File: src/hdl/mlt_regs.vh
`ifndef MLT_REGS_VH
`define MLT_REGS_VH
// ****************************************
// clock and timing
// ****************************************
`define MLT_CLK_MHZ 200
`define MLT_T_FILT_MS 40
`define MLT_T_LOCK_MS 640
`define MLT_T_OC_MS 120
// ****************************************
// tracking divider, 2048 oscillator periods
// ****************************************
`define MLT_TRK_W 11
`define MLT_TRK_3Q 11'h600
`define MLT_TRK_LAST 11'h7ff
// ****************************************
// mode selector codes
// ****************************************
`define MLT_MODE_PLAIN 2'h0
`define MLT_MODE_STATIC 2'h1
`define MLT_MODE_SWOFF 2'h2
// ****************************************
// register map
// ****************************************
`define MLT_REG_CTRL 2'h0
`define MLT_REG_STAT 2'h1
`define MLT_REG_TRK 2'h2
`define MLT_CTRL_RST 8'h01
`define MLT_CTRL_ALLOW 0
`endif

File: src/hdl/mlt_timer.v
// Decided for this implementation: strobed register access and the register offsets.
`timescale 1ns/10ps
`include "mlt_regs.vh"
module mlt_timer #(
    parameter [22:0] FILT_CYC = `MLT_T_FILT_MS * 1000 * `MLT_CLK_MHZ,
    parameter [26:0] LOCK_CYC = `MLT_T_LOCK_MS * 1000 * `MLT_CLK_MHZ,
    parameter [25:0] OC_CYC = `MLT_T_OC_MS * 1000 * `MLT_CLK_MHZ
) (
    // clock and reset
    input wire CLOCK,
    input wire ARST_N,
    // supply and temperature
    input wire SUPPLY_OK,
    input wire OVER_TEMP,
    // mode and triggers
    input wire [1:0] MODE_SEL,
    input wire EN_ABOVE_TURNON,
    input wire EN_ABOVE_2V,
    input wire EN_ABOVE_0V5,
    input wire WIN_ABOVE_UPPER,
    input wire WIN_BELOW_LOWER,
    // timing sources
    input wire OSC_LEVEL,
    input wire SYNC_BELOW,
    // shunt_current_sense comparators
    input wire SHUNT_ABOVE_500MV,
    input wire SHUNT_ABOVE_100MV,
    // register port
    input wire [1:0] ADDR,
    input wire [7:0] WR_DATA,
    input wire WR_EN,
    input wire RD_EN,
    output reg [7:0] RD_DATA,
    // gate_drive_output control
    output reg GATE_ON,
    output reg ANGLE_MAX,
    output reg STATIC_OUT,
    output reg FAST_OFF,
    output reg EN_THR_HIGH
);
    // ****************************************
    // states
    // ****************************************
    localparam [3:0] ST_IDLE = 4'h1;
    localparam [3:0] ST_FULL = 4'h2;
    localparam [3:0] ST_RED = 4'h4;
    localparam [3:0] ST_ENO = 4'h8;

    // ****************************************
    // input synchronisation
    // ****************************************
    wire [12:0] s;
    mlt_sync #(.W(13)) u_sync (
        .clk(CLOCK),
        .arst_n(ARST_N),
        .din({SUPPLY_OK, OVER_TEMP, MODE_SEL, EN_ABOVE_TURNON,
              EN_ABOVE_2V, EN_ABOVE_0V5, WIN_ABOVE_UPPER,
              WIN_BELOW_LOWER, OSC_LEVEL, SYNC_BELOW,
              SHUNT_ABOVE_500MV, SHUNT_ABOVE_100MV}),
        .dout(s)
    );
    wire sup_ok = s[12];
    wire ot_in = s[11];
    wire [1:0] mode = s[10:9];
    wire en_on = s[8];
    wire en_2v = s[7];
    wire en_0v5 = s[6];
    wire win_act = s[5] | s[4];
    wire osc = s[3];
    wire sync_lo = s[2];
    wire sh_500 = s[1];
    wire sh_100 = s[0];

    reg [3:0] state;
    reg [3:0] next_state;
    reg [10:0] trk;
    reg [26:0] lock_cnt;
    reg [25:0] integ;
    reg osc_d, sync_d, en_act, first_cycle, pwr_run;
    reg hw_oc, sc_latch, oc_latch, ot_latch, allow;
    reg gate_d;
    wire srst = !sup_ok;

    // ****************************************
    // events and mode decode
    // ****************************************
    wire tick = osc & !osc_d;
    wire zc = sync_lo & !sync_d;
    wire m_static = (mode == `MLT_MODE_STATIC);
    wire m_swoff = (mode == `MLT_MODE_SWOFF);
    wire m_plain = !m_static && !m_swoff;
    wire trk_end = tick && (trk == `MLT_TRK_LAST);
    wire trk_3q = tick && (trk == `MLT_TRK_3Q - 11'h1);
    wire locked = (lock_cnt != 27'h0);

    // ****************************************
    // trigger qualification
    // ****************************************
    wire trig_raw = en_act & win_act;
    wire trig_ok;
    reg trig_d;
    mlt_persist #(.CYC(FILT_CYC)) u_filt (
        .clk(CLOCK),
        .arst_n(ARST_N),
        .clr(srst),
        .din(trig_raw),
        .dout(trig_ok)
    );
    wire trig_new = trig_ok & !trig_d & !locked;

    // enable comparator hysteresis
    wire thr_high = !GATE_ON
        || (m_plain && state == ST_RED && !ANGLE_MAX);
    wire en_keep = thr_high ? en_2v : en_0v5;

    // ****************************************
    // sequence control
    // ****************************************
    always @* begin
        next_state = state;
        case (state)
            ST_IDLE: begin
                if (first_cycle || trig_new) begin
                    next_state = ST_FULL;
                end else if (m_plain && en_act) begin
                    next_state = ST_ENO;
                end
            end
            ST_FULL: begin
                if (m_plain && !en_act && !pwr_run) begin
                    next_state = ST_IDLE;
                end else if (m_plain && trig_new) begin
                    next_state = ST_FULL;
                end else if (m_static && trk_end) begin
                    next_state = ST_IDLE;
                end else if (!m_static && trk_3q) begin
                    next_state = ST_RED;
                end
            end
            ST_RED: begin
                if (m_plain && !en_act && !pwr_run) begin
                    next_state = ST_IDLE;
                end else if (m_plain && trig_new) begin
                    next_state = ST_FULL;
                end else if (trk_end) begin
                    next_state = (m_plain && en_act) ? ST_ENO : ST_IDLE;
                end
            end
            ST_ENO: begin
                if (!m_plain || !en_act) begin
                    next_state = ST_IDLE;
                end else if (trig_new) begin
                    next_state = ST_FULL;
                end
            end
            default: next_state = ST_IDLE;
        endcase
    end

    wire restart = (next_state == ST_FULL)
        && (state != ST_FULL || (m_plain && trig_new));
    wire run = (state == ST_FULL) || (state == ST_RED);
    wire want_on = (state != ST_IDLE);
    wire gate_fell = gate_d & !GATE_ON;

    always @(posedge CLOCK or negedge ARST_N) begin
        if (!ARST_N) begin
            state <= ST_IDLE;
            trk <= 11'h0;
            lock_cnt <= 27'h0;
            osc_d <= 1'b0;
            sync_d <= 1'b0;
            trig_d <= 1'b0;
            en_act <= 1'b0;
            first_cycle <= 1'b1;
            pwr_run <= 1'b0;
            gate_d <= 1'b0;
        end else if (srst) begin
            state <= ST_IDLE;
            trk <= 11'h0;
            lock_cnt <= 27'h0;
            osc_d <= 1'b0;
            sync_d <= 1'b0;
            trig_d <= 1'b0;
            en_act <= 1'b0;
            first_cycle <= 1'b1;
            pwr_run <= 1'b0;
            gate_d <= 1'b0;
        end else begin
            state <= next_state;
            gate_d <= GATE_ON;
            osc_d <= osc;
            sync_d <= sync_lo;
            trig_d <= trig_ok;
            en_act <= en_act ? en_keep : en_on;
            if (restart) begin
                trk <= 11'h0;
            end else if (run && tick) begin
                trk <= trk + 11'h1;
            end
            if (state == ST_IDLE && first_cycle) begin
                first_cycle <= 1'b0;
                pwr_run <= 1'b1;
            end else if (next_state == ST_IDLE || trig_new) begin
                pwr_run <= 1'b0;
            end
            if (gate_fell) begin
                lock_cnt <= LOCK_CYC;
            end else if (locked) begin
                lock_cnt <= lock_cnt - 27'h1;
            end
        end
    end

    // ****************************************
    // protection latches
    // ****************************************
    always @(posedge CLOCK or negedge ARST_N) begin
        if (!ARST_N) begin
            sc_latch <= 1'b0;
            oc_latch <= 1'b0;
            ot_latch <= 1'b0;
            hw_oc <= 1'b0;
            integ <= 26'h0;
        end else if (srst) begin
            sc_latch <= 1'b0;
            oc_latch <= 1'b0;
            ot_latch <= 1'b0;
            hw_oc <= 1'b0;
            integ <= 26'h0;
        end else begin
            if (sh_500) begin
                sc_latch <= 1'b1;
            end
            if (ot_in) begin
                ot_latch <= 1'b1;
            end
            if (zc) begin
                hw_oc <= sh_100 & !sh_500;
            end else if (sh_100 && !sh_500) begin
                hw_oc <= 1'b1;
            end
            if (hw_oc) begin
                integ <= integ + 26'h2;
            end else if (integ != 26'h0) begin
                integ <= integ - 26'h1;
            end
            if (integ >= {OC_CYC[24:0], 1'b0}) begin
                oc_latch <= 1'b1;
            end
        end
    end

    // ****************************************
    // output stage, GATE_ON, ANGLE_MAX and STATIC_OUT changed at zero crossings, short clears GATE_ON at once
    // ****************************************
    always @(posedge CLOCK or negedge ARST_N) begin
        if (!ARST_N) begin
            GATE_ON <= 1'b0;
            ANGLE_MAX <= 1'b0;
            STATIC_OUT <= 1'b0;
            FAST_OFF <= 1'b0;
            EN_THR_HIGH <= 1'b1;
        end else if (srst) begin
            GATE_ON <= 1'b0;
            ANGLE_MAX <= 1'b0;
            STATIC_OUT <= 1'b0;
            FAST_OFF <= 1'b0;
            EN_THR_HIGH <= 1'b1;
        end else begin
            EN_THR_HIGH <= thr_high;
            FAST_OFF <= sc_latch | sh_500;
            if (sc_latch || sh_500) begin
                GATE_ON <= 1'b0;
            end else if (zc) begin
                GATE_ON <= want_on & !oc_latch & !ot_latch
                    & allow;
                ANGLE_MAX <= (state == ST_FULL) & !m_static;
                STATIC_OUT <= m_static;
            end
        end
    end

    // ****************************************
    // register port
    // ****************************************
    always @(posedge CLOCK or negedge ARST_N) begin
        if (!ARST_N) begin
            allow <= 1'b1;
            RD_DATA <= 8'h00;
        end else begin
            if (WR_EN && ADDR == `MLT_REG_CTRL) begin
                allow <= WR_DATA[`MLT_CTRL_ALLOW];
            end
            RD_DATA <= 8'h00;
            if (RD_EN) begin
                case (ADDR)
                    `MLT_REG_CTRL: RD_DATA <= {7'h0, allow};
                    `MLT_REG_STAT: RD_DATA <= {en_act, run, locked,
                        ot_latch, oc_latch, sc_latch, ANGLE_MAX, GATE_ON};
                    `MLT_REG_TRK: RD_DATA <= trk[10:3];
                    default: RD_DATA <= 8'h00;
                endcase
            end
        end
    end
endmodule // mlt_timer

File: src/hdl/mlt_sync.v
`timescale 1ns/10ps
// ****************************************
// two stage synchroniser for comparator levels
// ****************************************
module mlt_sync #(
    parameter W = 13
) (
    input wire clk,
    input wire arst_n,
    input wire [W-1:0] din,
    output reg [W-1:0] dout
);
    reg [W-1:0] meta;

    always @(posedge clk or negedge arst_n) begin
        if (!arst_n) begin
            meta <= {W{1'b0}};
            dout <= {W{1'b0}};
        end else begin
            meta <= din;
            dout <= meta;
        end
    end
endmodule // mlt_sync

File: src/hdl/mlt_persist.v
`timescale 1ns/10ps
// ****************************************
// persistence filter, level must hold cyc cycles
// ****************************************
module mlt_persist #(
    parameter [22:0] CYC = 23'h7a_1200
) (
    input wire clk,
    input wire arst_n,
    input wire clr,
    input wire din,
    output reg dout
);
    reg [22:0] cnt;

    always @(posedge clk or negedge arst_n) begin
        if (!arst_n) begin
            cnt <= 23'h0;
            dout <= 1'b0;
        end else if (clr || !din) begin
            cnt <= 23'h0;
            dout <= 1'b0;
        end else if (cnt >= CYC - 23'h1) begin
            dout <= 1'b1;
        end else begin
            cnt <= cnt + 23'h1;
        end
    end
endmodule // mlt_persist

File: config.mk
export PLATFORM = sky130hd
export DESIGN_NAME = mlt_timer
export DESIGN_NICKNAME = d
export VERILOG_FILES = /design/src/hdl/mlt_timer.v /design/src/hdl/mlt_sync.v /design/src/hdl/mlt_persist.v
export VERILOG_INCLUDE_DIRS = /design/src /design/src/hdl
export SDC_FILE = /design/constraint.sdc
export NUM_CORES = 1
export LEC_CHECK = 0
export BUFFER_PORTS_ARGS = -buffer_cell sky130_fd_sc_hd__buf_2
export CORE_ASPECT_RATIO = 0.5
export CORE_MARGIN = 4
export CORE_UTILIZATION = 40
export DETAILED_ROUTE_END_ITERATION = 7
export HOLD_SLACK_MARGIN = 0.12
export PLACE_DENSITY = 0.63
export SLEW_MARGIN = 20
export SYNTH_ARGS = -nofsm -noshare
export SYNTH_HDL_FRONTEND = slang
export SYNTH_SLANG_ARGS = --single-unit
File: constraint.sdc
create_clock -name CLOCK -period 3.9 [get_ports CLOCK]
set_input_delay 0.39 -clock CLOCK [delete_from_list [all_inputs] [get_ports CLOCK]]
set_output_delay 0.39 -clock CLOCK [all_outputs]
set_load 0.05 [all_outputs]
==> reports/results.ini, run 1 <==
[finish]
post-route-util_pct=47.5
final_area_sq_um=8350
area_delta_synth_final_pct=15.5
layout_commonest_cell=dfrtp_1
nNetsFinal=832
layout_common_cells=139 x dfrtp_1, 117 x nor2_1, 52 x nand2_1
diodes=0
drive_above_1_share_pct=10.9

[setup_path]
critPathCaptureType=flip-flop
startpoint=integ[4]
r2r-start=integ[4]
critPathRequiredTime_ps=4190
r2r_end=integ[5]
crit_family=simple AND/OR/NAND/NOR gates
r2r.worst_path.cells=6
crit_buf_inv=0
cp.arrival_ps=3220
startpoint_type=flip-flop
rrSetupSlack_ps=970
crit_type=reg -> reg
cp_slowest_cell=nor4_2
crit_chain=nor3_1 > nand4_1 > nor4_2 > o21ai_0 > xnor2_1 > nor2_1
max_stage_delay_ps=830
crit_fanout=13
path_depth=6

[grt]
grt_pass1_wl_um=26100
grtUsageTotal_pct=15.8
grt_pass1_vias=5183
grt-ovfl-total=0
grt_antenna_before_repair=0
grt_start_max_net_pins=110

[yosys]
synth-xor-area-share_pct=9.45
synth_top_area_share_pct=48.1
ys_warn_count=0
synth_edf_count=0
ys_types=57
synth_nets=800
synth_top_family_by_area=simple AND/OR/NAND/NOR gates
synth_fa_ha_area_share_pct=1.56
synth_area_per_cell_sq_um=9.47
synthSimpleGateAreaFrac_pct=27.1
yosys.area.top_type=dfrtp_1
ys_seq_area_share_pct=49.6
synthArstFlopShare_pct=100
netlist_area_sq_um=7230
synth_compound_area_share_pct=8.53
netlist_instances=764
synthMuxAreaShare_pct=0.709
synth.area.top_cells=dfrtp_1 48%, nor2_1 6.1%, xor2_1 5.9%
synthFlopType=dfrtp_1
synth_seq_cells=143

[sta]
final.setup_skew_ps=9.13
fin_setup_tns_ps=0
hold_viol=0
timing.fmax_mhz=341
max-slew-margin-rel_pct=40.7
fin_ws_ps=971
post-route-period-util_pct=75.1
slew_violations=0
tightest_slew_ps=882
setup_viol=0
layout_min_cycle_time_ps=2930
rsz0062_at_grt=false

[placement]
dp_hpwl_um=10200
placed_area_sq_um=7580
pre_cts_ws_ps=1070
gp_congestion=0.882
port-buffer-count=32

[clocking]
worstSkewPairLatency_ps=420
cts.sinks=143
htreeDepth=4
cts_buffer_depth=2
clk_pin_slew_ps=60
cts_tree=yes
numCtsBuffers=17
cts-root-buf=clkbuf_16

[power_and_ir_drop]
max-vdd-ir-drop_uv=335
power_w=0.00549
leakage_nw=3.56
pwr_density_cell_nw_per_um2=657

[drt]
drt-wirelength-per-cell_um=14.9
postRouteAntennaNets=0
drtPass1Iterations=4
via_per_inst=5.35
first_iter_violations=376
vias=5585
routed_wl_um=15500
drc=0

[hold_path]
holdPathStages=2
hold_class=in -> reg
worstHoldEndpoint=allow
hp-start=WR_DATA[0]

[flow_run]
drv_cap=0

[floorplanning]
die_width_um=198
dieArea_sq_um=20400
start_util_pct=41.2
core-area_sq_um=17600
io_pins=40
core.rowCount=34
fp.dieH_um=103

[run_status]
status=finished, final reports clean

-- layout make-up --
type / count / area [sq um]
fillers: 1650 / 9220
flip-flops and latches: 143 / 3580
multi-input cells: 563 / 3420
clock buffers: 17 / 425
repair buffers: 53 / 379
well taps: 234 / 293
clock inverters: 15 / 181
inverters: 18 / 67.6
-- cell families (layout without fill, tap and decap cells) --
group / Yosys count / count (layout)
simple gates: 371 / 371
fa+ha+maj: 9 / 9
xor+xnor: 78 / 78
flops: 143 / 143
buf+inv: 58 / 103
mux: 5 / 5
compound gates: 100 / 100
-- Yosys cell counts, drive strengths merged, types with 5 or more instances --
| master | instances |
|---|---|
| a21oi | 35 |
| a22oi | 9 |
| a31oi | 5 |
| and2 | 7 |
| and3 | 14 |
| and4 | 7 |
| clkbuf | 36 |
| dfrtp | 139 |
| ha | 9 |
| inv | 17 |
| nand2 | 52 |
| nand2b | 9 |
| nand3 | 34 |
| nand4 | 29 |
| nand4b | 5 |
| nor2 | 117 |
| nor2b | 15 |
| nor3 | 28 |
| nor4 | 16 |
| nor4b | 7 |
| o21ai | 21 |
| o31ai | 6 |
| or3 | 11 |
| or4 | 8 |
| xnor2 | 29 |
| xor2 | 49 |
-- how the worst max path moves through the flow --
stage	to	slack, ps
floorplan	integ[23]	1640
global placement	integ[5]	1080
detailed placement	integ[5]	1070
CTS	integ[5]	1030
global route	integ[5]	810
finish	integ[5]	970
-- flip-flops by register name (all words and copies together) (netlist names), 4 cells and up --
name,count
u_sync.meta,13
u_sync.dout,13
u_filt.cnt,23
trk,11
lock_cnt,27
RD_DATA,8
integ,26
state,4
-- power by group --
group | switching [W] | leakage [nW] | total (W) | internal [W]
clock | 0.000656 | 0.295 | 0.00167 | 0.00101
sequential | 0.000293 | 1.89 | 0.00200 | 0.00171
combinational | 0.00108 | 1.38 | 0.00182 | 0.000741
-- worst register-to-register path, cell delays in order, from the launching register on --
cell	delay (ps)
dfrtp_1	450
nor3_1	460
nand4_1	530
nor4_2	830
o21ai_0	260
xnor2_1	210
nor2_1	50
-- stage by stage --
stage | cells | hold slack, ps
2_1_floorplan | 764 | 94.4
3_3_place_gp | 996 | 334
3_5_place_dp | 996 | 335
4_1_cts | 1041 | 130
5_1_grt | 1043 | 218
6_report | 1043 | 222
-- metal layers --
layer	global-route usage [%]	part of all wire, %
met1	23.2	52
met2	23.7	43
met3	2.97	4.6
met4	4.76	1.2
met5	0	0
-- timing repair --
action | CTS | global route
endpoints found under the hold margin | 13 | 26
buffers inserted | 0 | 0
endpoints found under the setup margin | 0 | 0
hold buffers | 13 | 1
resized for setup | 0 | 0
No activity file was read; power rests on OpenSTA's default activity.
==> run 2: changes to the inputs <==
==> constraint.sdc (replaced) <==
create_clock -name CLOCK -period 2.71 [get_ports CLOCK]
set_input_delay 0.271 -clock CLOCK [delete_from_list [all_inputs] [get_ports CLOCK]]
set_output_delay 0.271 -clock CLOCK [all_outputs]
set_load 0.05 [all_outputs]
==> run 2 against run 1 <==
Against the previous run:
- clock skew barely moved
- count of clock-buffer cells in the layout is 2 higher
- flip-flop and latch count stayed put
- critical path type unchanged
- highest routed layer unchanged
==> reports/results.ini, run 2 (same netlist as run 1, synthesis figures left out) <==
[run_status]
status=finished, final reports clean

[grt]
grtUsageTotal_pct=17.1  ; +1.4 points
grt_start_max_net_pins=61  ; -45%
grt-ovfl-total=0  ; unchanged
grt_pass1_vias=5593  ; +7.9%
grt_antenna_before_repair=0  ; unchanged
grt_pass1_wl_um=28400  ; +8.9%

[power_and_ir_drop]
max-vdd-ir-drop_uv=440  ; +31%
intPower_w=0.00545  ; +57%
leakage_nw=3.69  ; +3.6%
p_seq_share_pct=34.2  ; -2.2 points
p_sw_share_pct=35.3  ; -1.6 points
p_clk_share_pct=31.8  ; +1.4 points
power_w=0.00843  ; +54%
pwr_density_cell_nw_per_um2=984  ; +50%
p_sw_w=0.00298  ; +47%
combPwrFrac_pct=34.0  ; +0.9 points

[placement]
pre_cts_ws_ps=269  ; -797 ps
dp_hpwl_um=11200  ; +9.7%
gp_congestion=0.918  ; +4.1%
port-buffer-count=32  ; unchanged
placed_area_sq_um=7740  ; +2.2%

[drt]
vias=5768  ; +3.3%
drtPass1Iterations=5  ; +1
drt-wirelength-per-cell_um=15.5  ; +3.8%
via_per_inst=5.42  ; +1.1%
first_iter_violations=456  ; +21%
postRouteAntennaNets=0  ; unchanged
drc=0  ; unchanged
routed_wl_um=16500  ; +6.0%

[finish]
final_area_sq_um=8570  ; +2.6%
regMostFlops=lock_cnt
nNetsFinal=854  ; +2.6%
layout_common_cells=139 x dfrtp_1, 117 x nor2_1, 52 x nand2_1
register_area_sq_um=3580  ; unchanged
largest_register_ffs=27  ; unchanged
multiInputGateArea_sq_um=3420  ; unchanged
layout_commonest_cell=dfrtp_1
drive_above_1_share_pct=13.0  ; +2.1 points
reg_top3=lock_cnt: 27 flops, integ: 26 flops, u_filt.cnt: 23 flops
diodes=0  ; unchanged
fillers=1633  ; -1.0%
area_delta_synth_final_pct=18.5

[sta]
fin_setup_tns_ps=0  ; unchanged
post-route-period-util_pct=91.3  ; +16 points
timing.fmax_mhz=404  ; +18%
max-slew-margin-rel_pct=55.0  ; +14 points
hold_viol=0  ; unchanged
rsz0062_at_grt=false
final.setup_skew_ps=9.56  ; +0.439 ps
hold_slack_ps=158  ; -63.9 ps
setup_viol=0  ; unchanged
slew_violations=0  ; unchanged
fin_ws_ps=236  ; -735 ps
layout_min_cycle_time_ps=2470  ; -455 ps
tightest_slew_ps=665  ; -217 ps

[setup_path]
crit_fanout=8  ; -5
cp.arrival_ps=2750  ; -470 ps
critPathRequiredTime_ps=2980  ; -1210 ps
critPathCaptureType=flip-flop
cp_slowest_cell=or4_1
crit_chain=inv_1 > ha_1 > or3b_2 > or4_1 > o211ai_1 > xor2_1 > nor2_1
max_stage_delay_ps=580  ; -250 ps
startpoint_type=flip-flop
crit_type=reg -> reg

[clocking]
htreeDepth=4  ; unchanged
cts-root-buf=clkbuf_16
cts_buffer_depth=2  ; unchanged
cts_tree=yes
clk_pin_slew_ps=60  ; about the same
post_cts_resize_count=0  ; unchanged
cts.sinks=143  ; unchanged
worstSkewPairLatency_ps=410  ; about the same
numCtsBuffers=17  ; unchanged

[floorplanning]
dieArea_sq_um=20400  ; unchanged
fp.dieH_um=103  ; unchanged
core-area_sq_um=17600  ; unchanged
io_pins=40  ; unchanged
die_width_um=198  ; unchanged
core.rowCount=34  ; unchanged
start_util_pct=41.2  ; unchanged

[flow_run]
drv_cap=0  ; unchanged

[hold_path]
hold_class=in -> reg

## run 2: changes by cell type in the layout (fill, tap and decap cells not counted), sizes merged
cell         previous run  this run
dlygate4sd3            14        15
buf                    39        60
clkinv                  6         5
inv                    22        18
bufinv                  3         6
clkbuf                 17        19
## run 2: repair_timing
item / CTS / global route
hold buffers: 15 / 0
endpoints found under the hold margin: 67 / 0
buffers inserted: 0 / 0
## run 2: cell type report
cell class	count	area share, %
flip-flops and latches	143	41.8
multi-input cells	563	39.9
repair buffers	75	6.15
clock buffers	19	5.17
well taps	234	3.42
clock inverters	13	2.74
inverters	18	0.788
## run 2: through the flow
step                      cells  utilization [%]
final                      1065             48.8
after global routing       1065             48.8
after CTS                  1065             48.8
after detailed placement   1018             44.1
after global placement     1018             44.1
after floorplan             764                -
## run 2: critical path, delay by kind of cell, from the launching register on
kind / cells / cell delay [ps]
AO/OA/AOI/OAI: 1 / 180
XOR/XNOR: 1 / 170
adder cells (fa/ha/maj): 1 / 230
buffers and inverters: 1 / 140
flip-flops: 1 / 420
AND/OR/NAND/NOR: 3 / 1200
## run 2: power by group through the flow
stage | Clock (W) | Sequential [W] | Combinational, W
global route | 0.00284 | 0.00293 | 0.00319
global placement | 0 | 0.00289 | 0.00277
CTS | 0.00275 | 0.00287 | 0.00285
floorplan | 0 | 0.00276 | 0.00218
finish | 0.00268 | 0.00288 | 0.00286
detailed placement | 0 | 0.00290 | 0.00280
## run 2: per-layer routing
layer	part of all wire (%)	up-vias	global-route usage [%]
met3	4.4	15	2.97
met5	0	-	0
met1	50	2810	24.6
met2	45	146	26.8
li1	-	2797	-
met4	1.3	0	5.24
## run 2: final timing paths
kind / start / endpoint / slack (ps) / cells after the start
min in group asynchronous: ARST_N / u_sync.meta[5] / 390 / 2
setup / recovery: integ[1] / integ[23] / 240 / 7
hold / removal: RD_EN / RD_DATA[0] / 160 / 2
setup reg to reg: integ[1] / integ[23] / 240 / 7
max in group asynchronous: ARST_N / allow / 1450 / 3
hold reg to reg: u_sync.meta[4] / u_sync.dout[4] / 350 / 0
==> run 3: changes to the inputs <==
--- a/config.mk
+++ b/config.mk
@@ -13,6 +13,7 @@
 export DETAILED_ROUTE_END_ITERATION = 7
 export HOLD_SLACK_MARGIN = 0.12
 export PLACE_DENSITY = 0.63
+export RECOVER_POWER = 50
 export SLEW_MARGIN = 20
 export SYNTH_ARGS = -nofsm -noshare
 export SYNTH_HDL_FRONTEND = slang
==> constraint.sdc (replaced) <==
create_clock -name CLOCK -period 2.5 [get_ports CLOCK]
set_input_delay 0.25 -clock CLOCK [delete_from_list [all_inputs] [get_ports CLOCK]]
set_output_delay 0.25 -clock CLOCK [all_outputs]
set_load 0.05 [all_outputs]
==> run 3 against run 2 <==
Against the previous run:
- clock power shrank 4%
- worst setup slack got worse by 67 ps
- flip-flop and latch count is the same
- utilization is 0.10 points higher
- first-iteration DRC count is 3.3% higher
- clock skew down 2.1 ps
- sequential share of layout area decreased by 0.085 points
- global-route usage fell by 0.097 points
- fmax is 6.1% higher
==> reports/results.ini, run 3 (same netlist as run 1, synthesis figures left out) <==
[run_status]
status=finished, final reports clean

[sta]
rsz0062_at_grt=false
tightest_slew_ps=1090  ; +425 ps
final.setup_skew_ps=7.45  ; -2.11 ps
layout_min_cycle_time_ps=2330  ; -143 ps
fin_ws_ps=168  ; -67.4 ps
timing.fmax_mhz=429  ; +6.1%
post-route-period-util_pct=93.3  ; +2.0 points
setup_viol=0  ; unchanged
max-slew-margin-rel_pct=27.3  ; -28 points
hold_viol=0  ; unchanged
slew_violations=0  ; unchanged
fin_setup_tns_ps=0  ; unchanged

[floorplanning]
fp.dieH_um=103  ; unchanged
die_width_um=198  ; unchanged
dieArea_sq_um=20400  ; unchanged
core.rowCount=34  ; unchanged
core-area_sq_um=17600  ; unchanged
start_util_pct=41.2  ; unchanged
io_pins=40  ; unchanged

[power_and_ir_drop]
pwr_density_cell_nw_per_um2=1040  ; +6.0%
p_seq_share_pct=34.5  ; +0.3 points
p_sw_w=0.00333  ; +12%
intPower_w=0.00562  ; +3.2%
max-vdd-ir-drop_uv=624  ; +42%
power_w=0.00896  ; +6.2%
leakage_nw=3.71  ; +0.61%
p_sw_share_pct=37.2  ; +1.8 points
p_clk_share_pct=28.7  ; -3.1 points
combPwrFrac_pct=36.8  ; +2.8 points

[grt]
grtUsageTotal_pct=17.0  ; -0.097 points
grt_start_max_net_pins=50  ; -18%
grt_pass1_vias=5572  ; -0.38%
grt_antenna_before_repair=0  ; unchanged
grt-ovfl-total=0  ; unchanged
grt_pass1_wl_um=27800  ; -1.9%

[hold_path]
hold_class=in -> reg
holdPathStages=3  ; +1

[drt]
postRouteAntennaNets=0  ; unchanged
first_iter_violations=471  ; +3.3%
drc=0  ; unchanged
via_per_inst=5.33  ; -1.6%
drtPass1Iterations=5  ; unchanged
vias=5749  ; -0.33%
routed_wl_um=16200  ; -1.4%
drt-wirelength-per-cell_um=15.1  ; -2.7%

[finish]
diodes=0  ; unchanged
nNetsFinal=868  ; +1.6%
layout_common_cells=139 x dfrtp_1, 117 x nor2_1, 52 x nand2_1
area_delta_synth_final_pct=18.8
largest_register_ffs=27  ; unchanged
fillers=1585  ; -2.9%
drive_above_1_share_pct=14.2  ; +1.2 points
regMostFlops=lock_cnt
final_area_sq_um=8590  ; +0.20%
layout_commonest_cell=dfrtp_1
stdcell_count=1079  ; +1.3%
reg_top3=lock_cnt: 27 flops, integ: 26 flops, u_filt.cnt: 23 flops

[clocking]
cts.sinks=143  ; unchanged
clk_pin_slew_ps=60  ; about the same
numCtsBuffers=17  ; unchanged
cts_buffer_depth=2  ; unchanged
cts_tree=yes
worstSkewPairLatency_ps=430  ; +20 ps
cts-root-buf=clkbuf_16
htreeDepth=4  ; unchanged
post_cts_buffers=0  ; unchanged

[setup_path]
startpoint_type=flip-flop
crit_family=simple AND/OR/NAND/NOR gates
crit_fanout=6  ; -2
cp.arrival_ps=2630  ; -120 ps
r2r.worst_path.cells=7  ; unchanged
critPathCaptureType=flip-flop
cp_slowest_cell=or4_1
crit_type=reg -> reg
critPathRequiredTime_ps=2800  ; -180 ps
max_stage_delay_ps=580  ; about the same
crit_buf_inv=1  ; unchanged
crit_chain=inv_1 > ha_1 > or3b_2 > or4_1 > o211ai_1 > xor2_1 > nor2_1
path_depth=7  ; unchanged

[placement]
place_inst=1031  ; +1.3%
dp_hpwl_um=11300  ; +1.0%
pre_cts_ws_ps=154  ; -115 ps
placed_area_sq_um=7850  ; +1.4%
gp_congestion=0.911  ; -0.77%
port-buffer-count=32  ; unchanged

[flow_run]
drv_cap=0  ; unchanged

-- run 3: cell count changes in the layout (fill, tap and decap cells not counted), moves of 2 or more --
cell | previous run | this run
buf_4 | 28 | 38
bufinv_16 | 6 | 2
clkbuf_2 | 0 | 2
inv_6 | 1 | 4
-- run 3: stage by stage --
step / util, % / hold WS, ps
2_1_floorplan: - / -45.6
3_3_place_gp: 44.7 / 198
3_5_place_dp: 44.7 / 201
4_1_cts: 49.0 / 132
5_1_grt: 48.9 / 160
6_report: 48.9 / 148
-- run 3: final cells by class --
class | instances | area [sq um] | area share (%)
tap | 234 | 293 | 3.41
inverter | 18 | 67.6 | 0.787
multi-input combinational | 563 | 3430 | 39.9
sequential | 143 | 3580 | 41.7
timing repair buffer | 89 | 621 | 7.23
clock inverter | 14 | 158 | 1.84
clock buffer | 18 | 439 | 5.11
-- run 3: timing repair --
action,in CTS,in global routing
endpoints found under the setup margin,0,15
hold buffers,16,0
gates resized for setup,0,1
hold endpoints to repair,63,0
-- run 3: layer usage --
| metal | share of wire, % | global-route usage, % | vias to the layer above |
|---|---|---|---|
| met5 | 0 | 0 | - |
| met3 | 4.4 | 3.49 | 22 |
| met1 | 51 | 24.4 | 2772 |
| met2 | 43 | 25.8 | 131 |
| li1 | - | - | 2824 |
| met4 | 1.6 | 6.24 | 0 |
-- run 3: path summary, 6_finish.rpt --
path	end	slack (ps)	start
min reg2reg	u_sync.dout[3]	350	u_sync.meta[3]
max	integ[23]	170	integ[1]
min in group asynchronous	u_filt.cnt[7]	570	ARST_N
max in group asynchronous	RD_DATA[7]	590	ARST_N
min	allow	150	WR_EN
max reg2reg	integ[23]	170	integ[1]
-- run 3: power groups by stage --
| stage | sequential, W | clock (W) | combinational, W |
|---|---|---|---|
| 4_1_cts | 0.00308 | 0.00263 | 0.00328 |
| 3_3_place_gp | 0.00311 | 0 | 0.00322 |
| 3_5_place_dp | 0.00312 | 0 | 0.00324 |
| 2_1_floorplan | 0.00299 | 0 | 0.00237 |
| 5_1_grt | 0.00316 | 0.00274 | 0.00369 |
| 6_report | 0.00309 | 0.00257 | 0.00329 |
-- run 3: worst reg2reg max path: cells and delay by family, from the launching register on --
| family | cells | cell delay [ps] |
|---|---|---|
| adders and majority gates | 1 | 180 |
| buffers and inverters | 1 | 140 |
| xor gates and xnor gates | 1 | 160 |
| DFF | 1 | 420 |
| AOI/OAI and AO/OA | 1 | 190 |
| and+or+nand+nor | 3 | 1120 |
